File: src/rem_pkg.sv
// Constants and types shared by the remote encoder design.
// Functional notes
// - A high trigger activates the encoder and samples all address and data inputs.
// - One cycle is three words, repeated continuously while the trigger stays high.
// - After the trigger falls, the running cycle completes untruncated, then sending stops.
// - A word is ten address bits then eight data bits, lowest first.
// - Every new cycle begun with the trigger high re-samples the inputs.
// - A data change with trigger high is sent within 150 ms.
// - The serial packet drives the modulator directly as its bit stream.
// - Data strap high: data high sends one, data low sends zero.
// - Data strap low: data high sends one, data low sends open.
// - Address straps 00 and 11 plain, 01 low is open, 10 high is open.
// - Unconnected straps: data low, address low strap low, address high strap high.
// - Unconnected address inputs read high, unconnected data inputs read low.
// - Strap settings must be identical on encoder and decoder.
package rem_pkg;
  localparam int ADDR_W = 10;
  localparam int DATA_W = 8;
  localparam int WORD_BITS = 18;
  localparam int WORDS_PER_CYCLE = 3;
  localparam int GAP_SYMS = 4;
  localparam int SYM_W = 2;
  localparam int FIFO_DEPTH = 8;
  localparam int CLK_HZ = 10_000_000;
  localparam int LAG_MAX_MS = 150;
  localparam int LAG_MAX_CYC = LAG_MAX_MS * (CLK_HZ / 1000);
  localparam int SYMS_PER_CYCLE = WORDS_PER_CYCLE * (WORD_BITS + GAP_SYMS);
  // Worst lag is the rest of one cycle plus the whole next one, four chips a symbol.
  localparam int CHIP_MAX = LAG_MAX_CYC / (2 * SYMS_PER_CYCLE * 4);
  localparam logic [15:0] CHIP_MAX_16 = 16'(CHIP_MAX);
  localparam logic [15:0] CHIP_RST = 16'h03e8;
  localparam logic [7:0] REG_CTRL = 8'h00;
  localparam logic [7:0] REG_STATUS = 8'h04;
  localparam logic [7:0] REG_SAMPLE = 8'h08;
  localparam int ST_BUSY_BIT = 0;
  localparam int ST_TRIG_BIT = 1;
  localparam int ST_WORD_LSB = 2;
  localparam int ST_CNT_LSB = 8;
  localparam int SMP_DATA_LSB = 10;
  localparam int SMP_STRAP_LSB = 18;
  localparam logic [SYM_W-1:0] SYM_ZERO = 2'h0;
  localparam logic [SYM_W-1:0] SYM_ONE = 2'h1;
  localparam logic [SYM_W-1:0] SYM_OPEN = 2'h2;
  localparam logic [SYM_W-1:0] SYM_GAP = 2'h3;
  localparam logic [3:0] PAT_ZERO = 4'h8;
  localparam logic [3:0] PAT_ONE = 4'he;
  localparam logic [3:0] PAT_OPEN = 4'hc;
  localparam logic [3:0] PAT_GAP = 4'h0;
  typedef enum logic [2:0] {
    ST_IDLE = 3'b001,
    ST_WORD = 3'b010,
    ST_GAP = 3'b100
  } rem_state_e;
endpackage : rem_pkg

File: src/rem_encoder.sv
// Remote encoder: symbol FIFO and the top-level encoder with its register port.
//
// Strobed register access and the placing of the registers were chosen for this implementation.
`timescale 1ns/1ps

module rem_fifo #(
  parameter int W = 2,
  parameter int DEPTH = 8
) (
  input wire logic core_clk,
  input wire logic rstn,
  input wire logic in_valid,
  output logic in_ready,
  input wire logic [W-1:0] in_data,
  output logic out_valid,
  input wire logic out_ready,
  output logic [W-1:0] out_data
);
  localparam int PW = $clog2(DEPTH);
  localparam int CW = $clog2(DEPTH + 1);
  localparam logic [PW-1:0] LAST = PW'(DEPTH - 1);
  localparam logic [CW-1:0] FULL = CW'(DEPTH);

  typedef struct packed {
    logic [DEPTH-1:0][W-1:0] mem;
    logic [PW-1:0] wp;
    logic [PW-1:0] rp;
    logic [CW-1:0] cnt;
  } rem_fifo_s;

  rem_fifo_s q_r;
  rem_fifo_s q_nxt;
  logic push;
  logic pop;

  assign in_ready = (q_r.cnt != FULL);
  assign out_valid = (q_r.cnt != '0);
  assign out_data = q_r.mem[q_r.rp];
  assign push = in_valid && in_ready;
  assign pop = out_valid && out_ready;

  always_comb begin
    q_nxt = q_r;
    if (push) begin
      q_nxt.mem[q_r.wp] = in_data;
      q_nxt.wp = (q_r.wp == LAST) ? '0 : q_r.wp + 1'b1;
    end
    if (pop) begin
      q_nxt.rp = (q_r.rp == LAST) ? '0 : q_r.rp + 1'b1;
    end
    if (push && !pop) begin
      q_nxt.cnt = q_r.cnt + 1'b1;
    end else if (pop && !push) begin
      q_nxt.cnt = q_r.cnt - 1'b1;
    end
  end

  always_ff @(posedge core_clk or negedge rstn) begin
    if (!rstn) begin
      q_r <= '0;
    end else begin
      q_r <= q_nxt;
    end
  end
endmodule : rem_fifo

module rem_encoder (
  input wire logic core_clk,
  input wire logic rstn,
  input wire logic transmit_trigger,
  input wire logic [rem_pkg::ADDR_W-1:0] address_inputs,
  input wire logic [rem_pkg::DATA_W-1:0] data_inputs,
  input wire logic data_bit_type_strap,
  input wire logic address_bit_type_strap_low,
  input wire logic address_bit_type_strap_high,
  input wire logic [rem_pkg::ADDR_W-1:0] address_connected,
  input wire logic [rem_pkg::DATA_W-1:0] data_connected,
  input wire logic [2:0] strap_connected,
  input wire logic [7:0] reg_addr,
  input wire logic [31:0] reg_wdata,
  input wire logic reg_wr,
  input wire logic reg_rd,
  output logic [31:0] reg_rdata,
  output logic mod_out,
  output logic tx_active
);
  localparam int PIN_W = 2 * (rem_pkg::ADDR_W + rem_pkg::DATA_W) + 7;

  typedef struct packed {
    logic [PIN_W-1:0] sync1;
    logic [PIN_W-1:0] sync2;
    rem_pkg::rem_state_e state;
    logic [1:0] word_idx;
    logic [4:0] bit_idx;
    logic [2:0] gap_idx;
    logic [rem_pkg::ADDR_W-1:0] smp_addr;
    logic [rem_pkg::DATA_W-1:0] smp_data;
    logic [2:0] smp_strap;
    logic [15:0] chip_len;
    logic [7:0] cyc_cnt;
    logic ser_busy;
    logic [3:0] ser_pat;
    logic [1:0] chip_idx;
    logic [15:0] chip_cnt;
    logic [15:0] ser_len;
    logic tx_out;
    logic [31:0] rdata;
  } rem_enc_s;

  rem_enc_s q_r;
  rem_enc_s q_nxt;

  // Pins resolved to their logic level, unconnected ones by their internal pull.
  logic trig;
  logic [rem_pkg::ADDR_W-1:0] addr_lvl;
  logic [rem_pkg::DATA_W-1:0] data_lvl;
  logic dcfg;
  logic acfg_lo;
  logic acfg_hi;
  logic [rem_pkg::ADDR_W-1:0] s_aconn;
  logic [rem_pkg::DATA_W-1:0] s_dconn;
  logic [2:0] s_sconn;
  logic [rem_pkg::ADDR_W-1:0] s_addr;
  logic [rem_pkg::DATA_W-1:0] s_data;

  logic sym_valid;
  logic sym_ready;
  logic [rem_pkg::SYM_W-1:0] sym_in;
  logic fifo_valid;
  logic fifo_pop;
  logic [rem_pkg::SYM_W-1:0] fifo_sym;
  logic chip_end;
  logic sym_end;

  // Maps one input level to a symbol given which level is sent as open.
  function automatic logic [rem_pkg::SYM_W-1:0] lvl_sym(input logic lvl, input logic hi_open,
                                                        input logic lo_open);
    if (lvl) begin
      lvl_sym = hi_open ? rem_pkg::SYM_OPEN : rem_pkg::SYM_ONE;
    end else begin
      lvl_sym = lo_open ? rem_pkg::SYM_OPEN : rem_pkg::SYM_ZERO;
    end
  endfunction : lvl_sym

  function automatic logic [3:0] sym_pat(input logic [rem_pkg::SYM_W-1:0] s);
    case (s)
      rem_pkg::SYM_ZERO: sym_pat = rem_pkg::PAT_ZERO;
      rem_pkg::SYM_ONE: sym_pat = rem_pkg::PAT_ONE;
      rem_pkg::SYM_OPEN: sym_pat = rem_pkg::PAT_OPEN;
      default: sym_pat = rem_pkg::PAT_GAP;
    endcase
  endfunction : sym_pat

  assign {s_sconn, s_dconn, s_aconn, acfg_hi, acfg_lo, dcfg, trig, s_data, s_addr} = q_r.sync2;
  // Internal pulls: address up, data down, straps as their defaults.
  assign addr_lvl = s_addr | ~s_aconn;
  assign data_lvl = s_data & s_dconn;

  rem_fifo #(
    .W(rem_pkg::SYM_W),
    .DEPTH(rem_pkg::FIFO_DEPTH)
  ) u_fifo (
    .core_clk(core_clk),
    .rstn(rstn),
    .in_valid(sym_valid),
    .in_ready(sym_ready),
    .in_data(sym_in),
    .out_valid(fifo_valid),
    .out_ready(fifo_pop),
    .out_data(fifo_sym)
  );

  // Word symbol in transit: address bits A0 upward, then data bits D0 upward.
  always_comb begin
    sym_valid = 1'b0;
    sym_in = rem_pkg::SYM_GAP;
    case (q_r.state)
      rem_pkg::ST_WORD: begin
        sym_valid = 1'b1;
        if (q_r.bit_idx < 5'(rem_pkg::ADDR_W)) begin
          // Straps 01 send low as open, 10 send high as open.
          sym_in = lvl_sym(q_r.smp_addr[q_r.bit_idx[3:0]],
                           q_r.smp_strap[2] && !q_r.smp_strap[1],
                           !q_r.smp_strap[2] && q_r.smp_strap[1]);
        end else begin
          // A low data strap turns data lows into open bits.
          sym_in = lvl_sym(q_r.smp_data[3'(q_r.bit_idx - 5'(rem_pkg::ADDR_W))],
                           1'b0, !q_r.smp_strap[0]);
        end
      end
      rem_pkg::ST_GAP: begin
        sym_valid = 1'b1;
      end
      default: begin
        sym_valid = 1'b0;
      end
    endcase
  end

  assign chip_end = q_r.ser_busy && (q_r.chip_cnt == q_r.ser_len - 16'h0001);
  assign sym_end = chip_end && (q_r.chip_idx == 2'h3);
  // Popping on the last chip keeps symbols back to back with no idle gap.
  assign fifo_pop = fifo_valid && (!q_r.ser_busy || sym_end);

  always_comb begin
    q_nxt = q_r;
    q_nxt.sync1 = {strap_connected, data_connected, address_connected,
                   address_bit_type_strap_high, address_bit_type_strap_low,
                   data_bit_type_strap, transmit_trigger, data_inputs, address_inputs};
    q_nxt.sync2 = q_r.sync1;

    // Symbol builder: the sampled values are frozen for one whole cycle.
    case (q_r.state)
      rem_pkg::ST_IDLE: begin
        if (trig) begin
          q_nxt.state = rem_pkg::ST_WORD;
          q_nxt.smp_addr = addr_lvl;
          q_nxt.smp_data = data_lvl;
          // Unconnected straps fall to data low, address low low, address high high.
          q_nxt.smp_strap = {acfg_hi | ~s_sconn[2], acfg_lo & s_sconn[1],
                             dcfg & s_sconn[0]};
          q_nxt.word_idx = 2'h0;
          q_nxt.bit_idx = 5'h00;
        end
      end
      rem_pkg::ST_WORD: begin
        if (sym_ready) begin
          if (q_r.bit_idx == 5'(rem_pkg::WORD_BITS - 1)) begin
            q_nxt.state = rem_pkg::ST_GAP;
            q_nxt.gap_idx = 3'h0;
          end else begin
            q_nxt.bit_idx = q_r.bit_idx + 5'h01;
          end
        end
      end
      rem_pkg::ST_GAP: begin
        if (sym_ready) begin
          if (q_r.gap_idx != 3'(rem_pkg::GAP_SYMS - 1)) begin
            q_nxt.gap_idx = q_r.gap_idx + 3'h1;
          end else if (q_r.word_idx != 2'(rem_pkg::WORDS_PER_CYCLE - 1)) begin
            q_nxt.state = rem_pkg::ST_WORD;
            q_nxt.word_idx = q_r.word_idx + 2'h1;
            q_nxt.bit_idx = 5'h00;
          end else begin
            q_nxt.cyc_cnt = q_r.cyc_cnt + 8'h01;
            // Within a running cycle the trigger is only looked at here, so a cycle is never cut short.
            q_nxt.state = rem_pkg::ST_IDLE;
            if (trig) begin
              q_nxt.state = rem_pkg::ST_WORD;
              q_nxt.smp_addr = addr_lvl;
              q_nxt.smp_data = data_lvl;
              q_nxt.smp_strap = {acfg_hi | ~s_sconn[2], acfg_lo & s_sconn[1],
                                 dcfg & s_sconn[0]};
              q_nxt.word_idx = 2'h0;
              q_nxt.bit_idx = 5'h00;
            end
          end
        end
      end
      default: begin
        q_nxt.state = rem_pkg::ST_IDLE;
      end
    endcase

    // Line coder: four chips a symbol, each chip ser_len clocks long.
    if (fifo_pop) begin
      q_nxt.ser_busy = 1'b1;
      q_nxt.ser_pat = sym_pat(fifo_sym);
      q_nxt.ser_len = q_r.chip_len;
      q_nxt.chip_idx = 2'h0;
      q_nxt.chip_cnt = 16'h0000;
      q_nxt.tx_out = sym_pat(fifo_sym) >> 3 != 4'h0;
    end else if (sym_end) begin
      q_nxt.ser_busy = 1'b0;
      q_nxt.tx_out = 1'b0;
    end else if (chip_end) begin
      q_nxt.chip_idx = q_r.chip_idx + 2'h1;
      q_nxt.chip_cnt = 16'h0000;
      q_nxt.tx_out = q_r.ser_pat[2'h2 - q_r.chip_idx];
    end else if (q_r.ser_busy) begin
      q_nxt.chip_cnt = q_r.chip_cnt + 16'h0001;
    end

    // Register port. The chip length is clamped so two full cycles fit the lag bound.
    if (reg_wr && reg_addr == rem_pkg::REG_CTRL) begin
      if (reg_wdata[15:0] == 16'h0000) begin
        q_nxt.chip_len = 16'h0001;
      end else if (reg_wdata[15:0] > rem_pkg::CHIP_MAX_16) begin
        q_nxt.chip_len = rem_pkg::CHIP_MAX_16;
      end else begin
        q_nxt.chip_len = reg_wdata[15:0];
      end
    end
    q_nxt.rdata = 32'h0000_0000;
    if (reg_rd) begin
      case (reg_addr)
        rem_pkg::REG_CTRL: begin
          q_nxt.rdata = {16'h0000, q_r.chip_len};
        end
        rem_pkg::REG_STATUS: begin
          q_nxt.rdata[rem_pkg::ST_BUSY_BIT] = tx_active;
          q_nxt.rdata[rem_pkg::ST_TRIG_BIT] = trig;
          q_nxt.rdata[rem_pkg::ST_WORD_LSB +: 2] = q_r.word_idx;
          q_nxt.rdata[rem_pkg::ST_CNT_LSB +: 8] = q_r.cyc_cnt;
        end
        rem_pkg::REG_SAMPLE: begin
          q_nxt.rdata[rem_pkg::ADDR_W-1:0] = q_r.smp_addr;
          q_nxt.rdata[rem_pkg::SMP_DATA_LSB +: rem_pkg::DATA_W] = q_r.smp_data;
          q_nxt.rdata[rem_pkg::SMP_STRAP_LSB +: 3] = q_r.smp_strap;
        end
        default: begin
          q_nxt.rdata = 32'h0000_0000;
        end
      endcase
    end
  end

  always_ff @(posedge core_clk or negedge rstn) begin
    if (!rstn) begin
      q_r <= '0;
      q_r.state <= rem_pkg::ST_IDLE;
      q_r.chip_len <= rem_pkg::CHIP_RST;
      q_r.ser_len <= rem_pkg::CHIP_RST;
    end else begin
      q_r <= q_nxt;
    end
  end

  assign reg_rdata = q_r.rdata;
  assign mod_out = q_r.tx_out;
  assign tx_active = (q_r.state != rem_pkg::ST_IDLE) || fifo_valid || q_r.ser_busy;
endmodule : rem_encoder

File: config.mk
export PLATFORM = sky130hd
export DESIGN_NAME = rem_encoder
export DESIGN_NICKNAME = d
export VERILOG_FILES = /design/src/rem_pkg.sv /design/src/rem_encoder.sv
export SDC_FILE = /design/constraint.sdc
export NUM_CORES = 1
export LEC_CHECK = 0
export ABC_AREA = 1
export BUFFER_PORTS_ARGS = -buffer_cell sky130_fd_sc_hd__buf_2
export CORE_UTILIZATION = 53
export DETAILED_ROUTE_END_ITERATION = 16
export GPL_ROUTABILITY_DRIVEN = 0
export PLACE_DENSITY_LB_ADDON = 0.2
export SYNTH_ARGS = -nofsm -noshare
export SYNTH_HDL_FRONTEND = slang
export SYNTH_SLANG_ARGS = --single-unit
File: constraint.sdc
create_clock -name core_clk -period 3.4 [get_ports core_clk]
set_input_delay 0.17 -clock core_clk [delete_from_list [all_inputs] [get_ports core_clk]]
set_output_delay 0.17 -clock core_clk [all_outputs]
set_load 0.05 [all_outputs]
==> metrics.csv <==
stage;metric;value;unit
outcome;outcome;finished clean;
floorplan;initial core utilization;54.0;%
clock_tree;CTS root buf;clkbuf_16;
worst_setup_path;critical path endpoint category;flip-flop;
clock_tree;Clock Latency Late Sink;0.53;ns
power;Leakage;5.96;nW
clock_tree;Clock Pin Slew Worst Setup and Hold Paths;0.06;ns
synth;Post-synth ARST share;100;%
grt;GR Util All Layers;22.4;%
worst_setup_path;Setup crit start kind;flip-flop;
synth;largest area contributor in the netlist;dfrtp_1;
clock_tree;Num CTS Buffers;24;
clock_tree;TritonCTS clock tree;yes;
floorplan;Ports;121;
timing;skew final;0.00845;ns
placement;pre-CTS worst setup slack;0.0629;ns
floorplan;Core Footprint;18600;µm²
timing;Tcrit/Tclk final;90.2;%
synth;Area contributors post-synth;dfrtp_1, nand2_1, inv_1, o21ai_0, nor2_1;
detailed_routing;starting DRC count in detailed routing;366;
synth;number of flops mapped to enable cells by yosys;0;
placement;Port Buf Inserts;93;
flow_run;Max-Cap Viols;0;
timing;unrepaired setup endpoints after global routing;no;
timing;fin. max-slew vios;0;
floorplan;Die Height;140;µm
cells_and_area;number of nets in the layout;1305;
worst_setup_path;crit-path max FO;6;
grt;largest net degree at the start of global routing;81;
clock_tree;Max clock buf depth;3;
power;IR drop worst, VDD;0.000500;V
synth;Synth Area per Inst;9.56;µm²
detailed_routing;WL per Instance;14.5;µm
synth;top-count cell post-synth;dfrtp_1;
synth;share of the synthesized area in the top cell type;53.9;%
clock_tree;H-tree depth;1;
worst_setup_path;critical path type;flip-flop to flip-flop;
timing;worst setup margin;0.335;ns
timing;Fmax;0.326;GHz
clock_tree;Sink Count;230;
grt;vias in the first global route;7338;
grt;first-pass GRT wire length;34900;µm
placement;Detailed Place HPWL;13900;µm
timing;Tmin final;3.07;ns
grt;initial antenna violation count;0;
timing;# setup viols final;0;
floorplan;die span in x;140;µm
synth;post-synthesis cell count;1053;
floorplan;# rows;50;
timing;Final Hold Vio Count;0;
cells_and_area;share of cells above drive strength 1;17.2;%
timing;Slew @ Worst Pin;0.766;ns
cells_and_area;Reg area;5770;µm²
synth;synthesized area;10100;µm²
detailed_routing;via count;7315;
cells_and_area;Layout area overhead;20.2;%
cells_and_area;diode count;0;
synth;synth unique cells;52;
synth;Warnings, synthesis;0;
synth;sequential fraction of the synthesis area;57.3;%
synth;top_reg_cell synth;dfrtp_1;
detailed_routing;wirelength, routed;21100;µm
hold_path;type of the most critical hold path;primary input to flip-flop;
power;Power, Total;8.55;mW
detailed_routing;Post-route DRC;0;
cells_and_area;number of fill cells in the layout;1476;
detailed_routing;vias per std cell;5.04;
worst_setup_path;CP arrival;3.48;ns
detailed_routing;Antenna Violating Nets Remaining;0;
timing;setup TNS;0;ns
grt;total grt overflow;0;
cells_and_area;Multi-input gate area;3450;µm²
worst_setup_path;CP required;3.81;ns
synth;Yosys reg bits;230;
power;Power Density;707;nW/µm²
timing;Rel. slew slack;48.5;%
detailed_routing;First-pass DRT Iterations;5;
synth;top post-synthesis cells by count;dfrtp_1, nand2_1, inv_1;
floorplan;die area;19600;µm²
area by class of cell:
cell class	count	share of cell area, %
Inverter	160	4.96
Clock inverter	9	1.55
Timing Repair Buffer	158	9.24
Multi-Input combinational cell	624	28.5
Clock buffer	35	5.63
Sequential cell	230	47.7
Tap cell	234	2.42
kinds of logic (layout without fill, tap and decap cells):
logic type / after synthesis / after routing / synth area share [%]
AND/OR/NAND/NOR: 375 / 375 / 16.0
flip-flops: 230 / 230 / 57.3
buffers and inverters: 209 / 362 / 9.43
AO/OA/AOI/OAI: 181 / 181 / 11.4
XOR/XNOR: 35 / 35 / 3.04
adder cells (fa/ha/maj): 20 / 20 / 2.56
multiplexers: 2 / 2 / 0.224
other: 1 / 11 / 0.0372
where the power goes:
group / switching (mW) / internal (mW) / total (mW)
clock network: 1.07 / 1.71 / 2.79
logic: 1.30 / 0.823 / 2.13
registers: 0.396 / 3.24 / 3.64
registers in the layout (all words and copies together), names as in the netlist:
signal,cells
acfg_hi,1
q_r,136
reg_rdata,21
mod_out,1
acfg_lo,1
q_nxt,43
u_fifo.q_r,26
dcfg,1
critical path, stage by stage (launching register included):
cell     delay [ns]
dfrtp_1        0.41
inv_2          0.11
ha_4           0.17
nand3_4        0.12
nor2_4         0.12
nand2_1        0.06
nand3_1        0.08
nand2_1        0.05
nor2_1         0.09
nand2_1        0.07
nor2_2         0.14
nand3_2        0.12
nand2_4        0.12
nand2_4        0.05
ha_1           0.22
inv_1          0.11
ha_1           0.24
a21o_1         0.19
a21oi_2        0.14
nor2_1         0.05
nor2_1         0.08
nand2_1        0.06
xor2_1         0.13
layer usage:
layer	global-route usage (%)	vias up	wire length (µm)
met5	0	-	0
met4	7.06	0	523
met3	3.82	39	1000
met2	39.1	175	10500
met1	28.5	3476	9040
li1	-	3625	-
path summary, 6_finish.rpt:
path / to / start / slack, ns / cells past startpoint
max in group asynchronous: q_r[119] / rstn / 2.28 / 3
worst max-delay path: u_fifo.q_r[3] / q_r[33] / 0.33 / 22
worst min register to register: q_r[147] / q_nxt[147] / 0.34 / 0
worst max register to register: u_fifo.q_r[3] / q_r[33] / 0.33 / 22
worst min-delay path: q_r[90] / reg_wdata[11] / 0.03 / 4
min in group asynchronous: q_r[55] / rstn / 0.21 / 2
layout by cell type, fill, tap and decap left out, types with 24 or more instances in the layout:
| cell type | Yosys | routed |
|---|---|---|
| buf_2 | 2 | 92 |
| clkbuf_16 | 0 | 24 |
| dfrtp_1 | 217 | 217 |
| dlygate4sd3_1 | 0 | 57 |
| inv_1 | 153 | 152 |
| nand2_1 | 181 | 181 |
| nand3_1 | 56 | 55 |
| nor2_1 | 98 | 95 |
| o21ai_0 | 91 | 91 |
| xor2_1 | 27 | 27 |
stage by stage:
stage | hold slack (ns) | area, µm² | utilization [%] | std cells
after global routing | 0.0599 | 12100 | 64.9 | 1450
after floorplan | -0.126 | 10100 | - | 1063
after detailed placement | 0.192 | 10600 | 56.9 | 1349
after global placement | 0.193 | 10600 | 56.9 | 1349
after CTS | 0.0153 | 12100 | 64.6 | 1450
final | 0.0287 | 12100 | 64.9 | 1450
repair_timing:
| item | 4_1_cts | 5_1_grt |
|---|---|---|
| buffers inserted | 0 | 0 |
| hold buffers | 57 | 0 |
| endpoints found under the hold margin | 121 | 0 |
| resized for setup | 0 | 12 |
| endpoints found under the setup margin | 0 | 2 |
No activity file was read; power rests on OpenSTA's default activity.
